<file path="src/pdsc_defines.svh">
/*
  Constants of the PID dead band and sleep output conditioning block:
  timing, scaling and the reset/default values of the configuration ports.
  Assumes the including file uses a 25 MHz system clock.
*/
// Summary of operation
// - Feedforward is multiplied by a gain of -1000 % to +1000 %, default 100 %.
// - While absolute error is inside the dead band, the output is held unchanged.
// - Dead band width is in process units and defaults to zero, so no freezing.
// - After leaving the band, wait the dead band delay (0 to 320 s) before control.
// - Asleep forces the output to zero; waking restores normal output.
// - After reset sleep is inactive for both set point channels.
// - Separate sleep settings per set point; the active set point picks the set.
// - Sleep enable zero keeps the controller active; one allows sleep and wake.
// - Sleep reference code 0 frequency, 1 speed, 2 current, 3 feedback.
// - Sleep is entered after the reference stays below the level longer than the delay.
// - Once asleep, stay asleep until the wake condition holds or sleep is disabled, then run normally.
// - One wake action setting serves both set point channels of a controller.
// - Wake action 0 wakes when feedback falls below the fixed wake level.
// - Wake action 1 wakes when feedback rises above the fixed wake level.
// - Wake actions 2 and 3 use a set point percentage; 2 below, 3 above.
// - Each sleep delay spans 0 to 3000 s, default zero.
// - Wake action defaults to code 0; each sleep enable defaults to disabled.
`ifndef PDSC_DEFINES_SVH
`define PDSC_DEFINES_SVH

// ****************************************
// Timing
// ****************************************
`define PDSC_CLK_NS          40
`define PDSC_TICK_NS         10000000
`define PDSC_TICKS_PER_S     (1000000000 / `PDSC_TICK_NS)
`define PDSC_DB_DELAY_MAX_S  320
`define PDSC_SLEEP_DELAY_MAX_S 3000

// ****************************************
// Scaling, gain in 0.1 % steps
// ****************************************
`define PDSC_PCT_DIV         32'sh3e8
`define PDSC_GAIN_MAX        16'sh2710
`define PDSC_GAIN_MIN        (-16'sh2710)

// ****************************************
// Defaults of configuration ports
// ****************************************
`define PDSC_FF_GAIN_DFLT    16'sh03e8
`define PDSC_DB_WIDTH_DFLT   16'h0000
`define PDSC_DB_DELAY_DFLT   16'h0000
`define PDSC_SLEEP_EN_DFLT   1'h0
`define PDSC_REF_SEL_DFLT    2'h0
`define PDSC_SLEEP_LVL_DFLT  16'sh0000
`define PDSC_SLEEP_DLY_DFLT  19'h00000
`define PDSC_WAKE_LVL_DFLT   16'sh0000
`define PDSC_WAKE_ACT_DFLT   2'h0

`endif

</file>
<file path="src/pdsc_pkg.sv">
/*
  Types of the PID dead band and sleep block: modes, codes and state.
  Assumes the defines header is available for the constants.
*/
`default_nettype none
package pdsc_pkg;

  // ****************************************
  // Modes and codes
  // ****************************************
  typedef enum logic [1:0] {
    PDSC_DB_RUN  = 2'h0,
    PDSC_DB_HOLD = 2'h1,
    PDSC_DB_WAIT = 2'h3
  } pdsc_db_e;

  typedef enum logic [1:0] {
    PDSC_REF_FREQ  = 2'h0,
    PDSC_REF_SPEED = 2'h1,
    PDSC_REF_CURR  = 2'h2,
    PDSC_REF_FB    = 2'h3
  } pdsc_ref_e;

  typedef enum logic [1:0] {
    PDSC_WAKE_BELOW    = 2'h0,
    PDSC_WAKE_ABOVE    = 2'h1,
    PDSC_WAKE_BELOW_SP = 2'h2,
    PDSC_WAKE_ABOVE_SP = 2'h3
  } pdsc_wake_e;

  typedef logic signed [15:0] pdsc_val_t;

  // ****************************************
  // State of one controller and of the block
  // ****************************************
  typedef struct packed {
    pdsc_db_e    db;
    logic [15:0] db_cnt;
    pdsc_val_t   hold;
    logic        frozen;
    logic        asleep;
    logic [18:0] sl_cnt;
    pdsc_val_t   ff;
    pdsc_val_t   out;
  } pdsc_ctl_s;

  typedef struct packed {
    pdsc_ctl_s [1:0] c;
  } pdsc_state_s;

endpackage : pdsc_pkg
`default_nettype wire

</file>
<file path="src/pdsc_tick_if.sv">
/*
  Time base carrier between the tick generator and the controller logic.
  Assumes both ends run on the system clock.
*/
`timescale 1ns/1ps
`default_nettype none
interface pdsc_tick_if;
  logic tick;
  modport src (output tick);
  modport snk (input tick);
endinterface : pdsc_tick_if
`default_nettype wire

</file>
<file path="src/pdsc_top.sv">
/*
  Output conditioning of two PID controllers: feedforward gain, dead band
  freeze with release delay, and sleep mode with wake conditions.
  Assumes all inputs are synchronous to sys_clk; values are signed 16 bit.
*/
`include "pdsc_defines.svh"
`timescale 1ns/1ps
`default_nettype none
module pdsc_top
  import pdsc_pkg::*;
#(
  parameter int TICK_CYCLES = `PDSC_TICK_NS / `PDSC_CLK_NS
) (
  // Clock and reset
  input  wire logic              sys_clk,
  input  wire logic              rst,
  // Drive quantities shared by both controllers
  input  wire pdsc_val_t         out_frequency,
  input  wire pdsc_val_t         motor_speed,
  input  wire pdsc_val_t         motor_current,
  // Controller 1 process signals
  input  wire pdsc_val_t         ctl1_ff_in,
  input  wire pdsc_val_t         ctl1_error,
  input  wire pdsc_val_t         ctl1_pid_raw,
  input  wire pdsc_val_t         ctl1_feedback,
  input  wire pdsc_val_t         ctl1_setpoint,
  input  wire logic              ctl1_sp2_active,
  // Controller 1 configuration
  input  wire pdsc_val_t         ctl1_feedforward_gain,
  input  wire logic [15:0]       ctl1_dead_band_width,
  input  wire logic [15:0]       ctl1_dead_band_delay,
  input  wire logic              ctl1_sp1_sleep_enable,
  input  wire logic [1:0]        ctl1_sp1_sleep_ref_select,
  input  wire pdsc_val_t         ctl1_sp1_sleep_level,
  input  wire logic [18:0]       ctl1_sp1_sleep_delay,
  input  wire pdsc_val_t         ctl1_sp1_wake_level,
  input  wire logic              ctl1_sp2_sleep_enable,
  input  wire logic [1:0]        ctl1_sp2_sleep_ref_select,
  input  wire pdsc_val_t         ctl1_sp2_sleep_level,
  input  wire logic [18:0]       ctl1_sp2_sleep_delay,
  input  wire pdsc_val_t         ctl1_sp2_wake_level,
  input  wire logic [1:0]        ctl1_wake_action,
  // Controller 2 process signals
  input  wire pdsc_val_t         ctl2_ff_in,
  input  wire pdsc_val_t         ctl2_error,
  input  wire pdsc_val_t         ctl2_pid_raw,
  input  wire pdsc_val_t         ctl2_feedback,
  input  wire pdsc_val_t         ctl2_setpoint,
  input  wire logic              ctl2_sp2_active,
  // Controller 2 configuration
  input  wire pdsc_val_t         ctl2_feedforward_gain,
  input  wire logic [15:0]       ctl2_dead_band_width,
  input  wire logic [15:0]       ctl2_dead_band_delay,
  input  wire logic              ctl2_sp1_sleep_enable,
  input  wire logic [1:0]        ctl2_sp1_sleep_ref_select,
  input  wire pdsc_val_t         ctl2_sp1_sleep_level,
  input  wire logic [18:0]       ctl2_sp1_sleep_delay,
  input  wire pdsc_val_t         ctl2_sp1_wake_level,
  input  wire logic              ctl2_sp2_sleep_enable,
  input  wire logic [1:0]        ctl2_sp2_sleep_ref_select,
  input  wire pdsc_val_t         ctl2_sp2_sleep_level,
  input  wire logic [18:0]       ctl2_sp2_sleep_delay,
  input  wire pdsc_val_t         ctl2_sp2_wake_level,
  input  wire logic [1:0]        ctl2_wake_action,
  // Controller 1 results
  output var pdsc_val_t          ctl1_output_monitor,
  output var pdsc_val_t          ctl1_ff_scaled,
  output var logic               ctl1_frozen,
  output var logic               ctl1_asleep,
  // Controller 2 results
  output var pdsc_val_t          ctl2_output_monitor,
  output var pdsc_val_t          ctl2_ff_scaled,
  output var logic               ctl2_frozen,
  output var logic               ctl2_asleep
);

  // ****************************************
  // Limits and helpers
  // ****************************************
  localparam logic [15:0] DB_MAX = 16'(`PDSC_DB_DELAY_MAX_S * `PDSC_TICKS_PER_S);
  localparam logic [18:0] SL_MAX = 19'(`PDSC_SLEEP_DELAY_MAX_S * `PDSC_TICKS_PER_S);

  // Saturates instead of wrapping, a wrapped gain would flip the drive direction
  function automatic pdsc_val_t scale(pdsc_val_t a, pdsc_val_t b);
    logic signed [31:0] p;
    p = (32'(a) * 32'(b)) / `PDSC_PCT_DIV;
    if (p > 32'sh7fff) begin
      scale = 16'sh7fff;
    end else if (p < -32'sh8000) begin
      scale = 16'sh8000;
    end else begin
      scale = p[15:0];
    end
  endfunction : scale

  function automatic pdsc_val_t gain_lim(pdsc_val_t g);
    if (g > `PDSC_GAIN_MAX) begin
      gain_lim = `PDSC_GAIN_MAX;
    end else if (g < `PDSC_GAIN_MIN) begin
      gain_lim = `PDSC_GAIN_MIN;
    end else begin
      gain_lim = g;
    end
  endfunction : gain_lim

  function automatic pdsc_val_t ref_val(logic [1:0] sel, pdsc_val_t fb);
    case (pdsc_ref_e'(sel))
      PDSC_REF_FREQ:  ref_val = out_frequency;
      PDSC_REF_SPEED: ref_val = motor_speed;
      PDSC_REF_CURR:  ref_val = motor_current;
      PDSC_REF_FB:    ref_val = fb;
      default:        ref_val = out_frequency;
    endcase
  endfunction : ref_val

  // Set point relative levels are in 0.1 % of the present set point
  function automatic logic wake_met(logic [1:0] act, pdsc_val_t fb, pdsc_val_t sp,
                                    pdsc_val_t wl);
    case (pdsc_wake_e'(act))
      PDSC_WAKE_BELOW:    wake_met = fb < wl;
      PDSC_WAKE_ABOVE:    wake_met = fb > wl;
      PDSC_WAKE_BELOW_SP: wake_met = fb < scale(sp, wl);
      PDSC_WAKE_ABOVE_SP: wake_met = fb > scale(sp, wl);
      default:            wake_met = 1'b0;
    endcase
  endfunction : wake_met

  // ****************************************
  // Per controller selection
  // ****************************************
  pdsc_val_t [1:0]   ff_a;
  pdsc_val_t [1:0]   gain_a;
  pdsc_val_t [1:0]   err_a;
  pdsc_val_t [1:0]   pid_a;
  logic [1:0][15:0]  dbw_a;
  logic [1:0][15:0]  db_dly;
  logic [1:0]        in_band;
  logic [1:0]        sel_en;
  logic [1:0][18:0]  sl_dly;
  logic [1:0]        below;
  logic [1:0]        wake;
  pdsc_val_t [1:0]   ff_exp;

  assign ff_a   = {ctl2_ff_in, ctl1_ff_in};
  assign gain_a = {ctl2_feedforward_gain, ctl1_feedforward_gain};
  assign err_a  = {ctl2_error, ctl1_error};
  assign pid_a  = {ctl2_pid_raw, ctl1_pid_raw};
  assign dbw_a  = {ctl2_dead_band_width, ctl1_dead_band_width};

  // Strict less-than: a zero width can never freeze
  for (genvar g = 0; g < 2; g++) begin : g_band
    logic [16:0] mag;
    assign mag = err_a[g][15] ? 17'(-{err_a[g][15], err_a[g]}) : {1'b0, err_a[g]};
    assign in_band[g] = mag < {1'b0, dbw_a[g]};
    assign ff_exp[g]  = scale(ff_a[g], gain_lim(gain_a[g]));
  end

  logic [1:0][18:0] dly_raw;
  assign dly_raw[0] = ctl1_sp2_active ? ctl1_sp2_sleep_delay : ctl1_sp1_sleep_delay;
  assign dly_raw[1] = ctl2_sp2_active ? ctl2_sp2_sleep_delay : ctl2_sp1_sleep_delay;
  assign sel_en[0]  = ctl1_sp2_active ? ctl1_sp2_sleep_enable : ctl1_sp1_sleep_enable;
  assign sel_en[1]  = ctl2_sp2_active ? ctl2_sp2_sleep_enable : ctl2_sp1_sleep_enable;
  assign below[0] = ctl1_sp2_active
    ? ref_val(ctl1_sp2_sleep_ref_select, ctl1_feedback) < ctl1_sp2_sleep_level
    : ref_val(ctl1_sp1_sleep_ref_select, ctl1_feedback) < ctl1_sp1_sleep_level;
  assign below[1] = ctl2_sp2_active
    ? ref_val(ctl2_sp2_sleep_ref_select, ctl2_feedback) < ctl2_sp2_sleep_level
    : ref_val(ctl2_sp1_sleep_ref_select, ctl2_feedback) < ctl2_sp1_sleep_level;
  assign wake[0] = wake_met(ctl1_wake_action, ctl1_feedback, ctl1_setpoint,
                            ctl1_sp2_active ? ctl1_sp2_wake_level : ctl1_sp1_wake_level);
  assign wake[1] = wake_met(ctl2_wake_action, ctl2_feedback, ctl2_setpoint,
                            ctl2_sp2_active ? ctl2_sp2_wake_level : ctl2_sp1_wake_level);
  // Out of range settings are clamped to the longest delay
  assign db_dly[0] = (ctl1_dead_band_delay > DB_MAX) ? DB_MAX : ctl1_dead_band_delay;
  assign db_dly[1] = (ctl2_dead_band_delay > DB_MAX) ? DB_MAX : ctl2_dead_band_delay;
  assign sl_dly[0] = (dly_raw[0] > SL_MAX) ? SL_MAX : dly_raw[0];
  assign sl_dly[1] = (dly_raw[1] > SL_MAX) ? SL_MAX : dly_raw[1];

  // ****************************************
  // Time base
  // ****************************************
  pdsc_tick_if tk ();

  pdsc_tick #(
    .TICK_CYCLES (TICK_CYCLES)
  ) u_tick (
    .sys_clk (sys_clk),
    .rst     (rst),
    .tk      (tk.src)
  );

  // ****************************************
  // State
  // ****************************************
  pdsc_state_s st_q;
  pdsc_state_s st_d;

  always_comb begin
    st_d = st_q;
    for (int i = 0; i < 2; i++) begin
      st_d.c[i].ff = ff_exp[i];
      case (st_q.c[i].db)
        PDSC_DB_RUN: if (in_band[i]) begin
          st_d.c[i].db   = PDSC_DB_HOLD;
          st_d.c[i].hold = pid_a[i];
        end
        PDSC_DB_HOLD: if (!in_band[i]) begin
          st_d.c[i].db     = PDSC_DB_WAIT;
          st_d.c[i].db_cnt = '0;
        end
        PDSC_DB_WAIT: if (in_band[i]) begin
          st_d.c[i].db     = PDSC_DB_HOLD;
          st_d.c[i].db_cnt = '0;
        end else if (st_q.c[i].db_cnt >= db_dly[i]) begin
          st_d.c[i].db = PDSC_DB_RUN;
        end else if (tk.tick) begin
          st_d.c[i].db_cnt = st_q.c[i].db_cnt + 16'h0001;
        end
        default: st_d.c[i].db = PDSC_DB_RUN;
      endcase
      st_d.c[i].frozen = st_d.c[i].db != PDSC_DB_RUN;
      if (st_q.c[i].asleep) begin
        st_d.c[i].sl_cnt = '0;
        if (!sel_en[i] || wake[i]) begin
          st_d.c[i].asleep = 1'b0;
        end
      end else if (!sel_en[i] || !below[i]) begin
        st_d.c[i].sl_cnt = '0;
      end else if (tk.tick) begin
        if (st_q.c[i].sl_cnt >= sl_dly[i]) begin
          st_d.c[i].asleep = 1'b1;
        end else begin
          st_d.c[i].sl_cnt = st_q.c[i].sl_cnt + 19'h00001;
        end
      end
      if (st_d.c[i].asleep) begin
        st_d.c[i].out = '0;
      end else if (st_d.c[i].frozen) begin
        st_d.c[i].out = st_d.c[i].hold;
      end else begin
        st_d.c[i].out = pid_a[i];
      end
    end
    if (rst) begin
      st_d = '0;
    end
  end

  always_ff @(posedge sys_clk) begin
    st_q <= st_d;
  end

  assign ctl1_output_monitor = st_q.c[0].out;
  assign ctl1_ff_scaled      = st_q.c[0].ff;
  assign ctl1_frozen         = st_q.c[0].frozen;
  assign ctl1_asleep         = st_q.c[0].asleep;
  assign ctl2_output_monitor = st_q.c[1].out;
  assign ctl2_ff_scaled      = st_q.c[1].ff;
  assign ctl2_frozen         = st_q.c[1].frozen;
  assign ctl2_asleep         = st_q.c[1].asleep;
endmodule : pdsc_top
`default_nettype wire

</file>
<file path="src/pdsc_tick.sv">
/*
  Tick generator: one-cycle pulse every TICK_CYCLES system clocks.
  Assumes a synchronous active-high reset.
*/
`include "pdsc_defines.svh"
`timescale 1ns/1ps
`default_nettype none
module pdsc_tick
  import pdsc_pkg::*;
#(
  parameter int TICK_CYCLES = `PDSC_TICK_NS / `PDSC_CLK_NS
) (
  // Clock and reset
  input wire logic   sys_clk,
  input wire logic   rst,
  // Time base out
  pdsc_tick_if.src   tk
);
  localparam int CW = (TICK_CYCLES > 1) ? $clog2(TICK_CYCLES) : 1;

  typedef struct packed {
    logic [CW-1:0] cnt;
    logic          tick;
  } pdsc_tick_s;

  pdsc_tick_s st_q;
  pdsc_tick_s st_d;

  always_comb begin
    st_d = st_q;
    st_d.tick = 1'b0;
    if (st_q.cnt == CW'(TICK_CYCLES - 1)) begin
      st_d.cnt  = '0;
      st_d.tick = 1'b1;
    end else begin
      st_d.cnt = st_q.cnt + 1'b1;
    end
    if (rst) begin
      st_d = '0;
    end
  end

  always_ff @(posedge sys_clk) begin
    st_q <= st_d;
  end

  assign tk.tick = st_q.tick;

endmodule : pdsc_tick
`default_nettype wire

</file>
<file path="config.mk">
export PLATFORM = sky130hd
export DESIGN_NAME = pdsc_top
export DESIGN_NICKNAME = d
export VERILOG_FILES = /design/src/pdsc_pkg.sv /design/src/pdsc_tick_if.sv /design/src/pdsc_top.sv /design/src/pdsc_tick.sv
export VERILOG_INCLUDE_DIRS = /design/src
export SDC_FILE = /design/constraint.sdc
export NUM_CORES = 2
export LEC_CHECK = 0
export BUFFER_PORTS_ARGS = -buffer_cell sky130_fd_sc_hd__buf_2
export CORE_UTILIZATION = 46
export CTS_CLUSTER_SIZE = 25
export DETAILED_ROUTE_END_ITERATION = 16
export PLACE_DENSITY = 0.64
export SLEW_MARGIN = 40
export SYNTH_ARGS = -nofsm -noshare
export SYNTH_HDL_FRONTEND = slang
export SYNTH_SLANG_ARGS = --single-unit
</file>
<file path="constraint.sdc">
create_clock -name sys_clk -period 31.5 [get_ports sys_clk]
set_clock_uncertainty 0.2 [all_clocks]
set_input_delay 3.15 -clock sys_clk [delete_from_list [all_inputs] [get_ports sys_clk]]
set_output_delay 3.15 -clock sys_clk [all_outputs]
set_load 0.02 [all_outputs]
</file>
==> summary.md <==
| Metric | Value |
|---|---|
| Ys async rst share | `0%` |
| Sink Count | `193` |
| Synth Area in Adders | `31.2%` |
| Hold_buf cts | `0` |
| Post-synth EDFFs | `0` |
| Initial core utilization | `46.5%` |
| DR DRC count | `0` |
| Worst Hold Path Cells | `2` |
| Status | `complete, no violations` |
| Worst R2R Start | `st_q[69]` |
| Simple-Gate Fraction of Synth Area | `22.4%` |
| Share of cells above drive strength 1 | `18.7%` |
| Setup violators final | `0` |
| Drt pass-1 iters | `8` |
| Post-synth top area share | `23.0%` |
| Filler cells | `18.9k` |
| Ports | `596` |
| Largest family of logic cells by synthesized area | `adder cells` |
| Setup crit end kind | `flip-flop` |
| Max clock buf depth | `2` |
| WL final | `295000 um` |
| Rel. slew slack | `37.5%` |
| Yosys cell types | `217` |
| Pins Over Slew Limit | `0` |
| Tcrit/Tclk final | `96.3%` |
| Ys flop type | `dfxtp_1` |
| CTS root buf | `clkbuf_16` |
| Core box area | `0.196 sq mm` |
| Most frequent cell after synthesis | `inv_1` |
| Worst-Margin Slew | `934 ps` |
| CTS tree | `done` |
| Initial antenna violation count | `64` |
| H-Tree Depth | `4` |
| Die W | `447 um` |
| Synthesis-to-layout area growth | `9.91%` |
| Clock slew at reported path FFs | `90 ps` |
| XOR/XNOR Fraction of Synth Area | `6.46%` |
| HPWL Detailed | `245000 um` |
| Worst R2R Setup Slack | `26270 ps` |
| Largest net degree at the start of global routing | `42` |
| Commonest cells in the netlist | `inv_1 (1364), nand2_1 (1122), fa_1 (1048), nor2_1 (798), ha_1 (569)` |
| Routability cong. | `0.981` |
| Die Span Y | `447 um` |
| Post-synthesis compound-gate area fraction | `21.6%` |
| Cell repeated most along the worst path | `fa_1` |
| Crit Path Class | `primary input to flip-flop` |
| Fmax | `33.0 MHz` |
| Synth Register Bits | `193` |
| Startpoint Class | `primary input` |
| Reg2Reg Depth | `30` |
| Die area | `0.200 sq mm` |
| Drt wl/cell | `20.3 um` |
| Layout Nets | `14.0k` |
| WHS | `284 ps` |
| Most area-consuming cells after synthesis | `fa_1 (23%), ha_1 (7.8%), inv_1 (5.6%)` |
| Cell taking the most area after synthesis | `fa_1` |
| Global-route wire length before repair | `471000 um` |
| Total GRT Usage | `29.1%` |
| Total gr overflow | `0` |
| Total CTS buffers | `17` |
| Min-Delay Endpoint | `ctl1_output_monitor[14]` |
| # rows | `162` |
| Post-synthesis mux area share | `5.17%` |
| Hold crit path type | `flip-flop to flip-flop` |
| Quantity of I/O buffers inserted on ports | `595` |
| Sequential fraction of the synthesis area | `4.24%` |
| Critical Path AT | `30550 ps` |
| Yosys warning count | `0` |
| Post-DRT Antenna Nets | `0` |
| Worst-Skew Late Latency | `550 ps` |
| Initial DRC Count | `6677` |
| Synth Instances | `11.2k` |
| Vias per inst | `5.93` |
| Critical Path Max Stage Delay | `600 ps` |
| Final Critical Period | `30340 ps` |
| Via count | `86.1k` |
| Syn_area_per_cell | `8.11 sq um` |
| Critical Path Fanout Max | `16` |
| Critical path's slowest cell | `or4_4` |
| Post-Syn Area | `0.0911 sq mm` |
| Vias in the first global route | `86.0k` |
| Final hold viol count | `0` |
| Final core occ | `51.1%` |
| Worst R2R End | `st_q[78]` |
| Max Cap Viol | `0` |
| Worst Path Required | `31710 ps` |
| Hold path start | `st_q[67]` |
==> logic make-up after synthesis <==
group,count (synthesis)
and+or+nand+nor,3950
AOI/OAI and AO/OA,2597
buffers and inverters,1822
adders and majority gates,1644
xor gates and xnor gates,648
muxes,370
DFF,193
other,1
==> repair_timing <==
item                                    4_1_cts  5_1_grt
endpoints found under the hold margin         0        0
resized for setup                             0      224
buffers inserted                              0       43
endpoints found under the setup margin        0       65
==> worst max-delay path by stage <==
stage                             start                 endpoint  slack [ps]
5_1_grt                 ctl1_sp2_active   ctl1_output_monitor[8]        -190
4_1_cts        ctl2_feedforward_gain[0]        ctl2_ff_scaled[4]         180
3_3_place_gp   ctl2_feedforward_gain[0]        ctl2_ff_scaled[2]        -710
3_5_place_dp   ctl2_feedforward_gain[0]        ctl2_ff_scaled[4]        -310
6_report                ctl2_sp2_active  ctl2_output_monitor[12]        1160
2_1_floorplan           ctl2_sp2_active  ctl2_output_monitor[10]        1220
==> layer usage <==
metal  part of all wire (%)  track usage [%]  vias to the layer above
met4                    5.0             14.3                       20
met3                    6.2             4.25                      603
met2                     47             48.6                     3047
li1                       -                -                    40300
met1                     41             36.6                    42100
met5                  0.044                0                        -
==> state kept, by name (all words and copies together) (netlist names) <==
signal / cells
u_tick.st_q: 18
ctl1_output_monitor: 16
u_tick.tk.tick: 1
st_q: 106
ctl1_asleep: 1
ctl2_asleep: 1
ctl2_frozen: 1
ctl1_frozen: 1
ctl2_ff_scaled: 16
ctl1_ff_scaled: 16
ctl2_output_monitor: 16
==> critical path, delay by kind of cell <==
| family | cells | cell delay [ps] |
|---|---|---|
| fa+ha+maj | 9 | 3920 |
| mux | 4 | 1560 |
| compound gates | 54 | 13500 |
| xor+xnor | 4 | 870 |
| simple gates | 24 | 5520 |
| buf+inv | 12 | 1910 |
==> through the flow <==
stage,cell area (sq um),worst slack [ps],setup TNS [ps],std cells
final,100000,1160,0,14500
after global routing,100000,-194,-2760,14500
after CTS,98300,178,0,14400
after detailed placement,97700,-310,-6580,14400
after global placement,97500,-714,-9880,14400
after floorplan,91100,1220,0,11200
==> area by class of cell <==
| class | count | area [sq um] | share of cell area (%) |
|---|---|---|---|
| multi-input combinational | 9212 | 80700 | 80.6 |
| timing repair buffer | 1041 | 6430 | 6.43 |
| inverter | 1367 | 5130 | 5.13 |
| sequential | 193 | 3860 | 3.86 |
| tap | 2624 | 3280 | 3.28 |
| clock buffer | 18 | 439 | 0.439 |
| clock inverter | 13 | 189 | 0.189 |
| antenna | 49 | 123 | 0.122 |
==> cell usage in the layout, fill, tap and decap left out, drive strengths merged, types with 91 or more instances in the layout <==
cell / count
a211oi: 140
a21o: 171
a21oi: 529
a31oi: 121
and2: 404
and3: 140
buf: 1041
dfxtp: 193
fa: 1048
ha: 569
inv: 1372
mux2: 96
mux2i: 209
nand2: 1128
nand2b: 108
nand3: 262
nand4: 117
nor2: 818
nor2b: 182
nor3: 261
nor4: 102
o211ai: 111
o21a: 93
o21ai: 506
o31ai: 127
or2: 91
or3: 125
xnor2: 452
xor2: 195
Power is not shown: default switching activity piles up to over one toggle a cycle in this logic, so the estimate is an artifact.
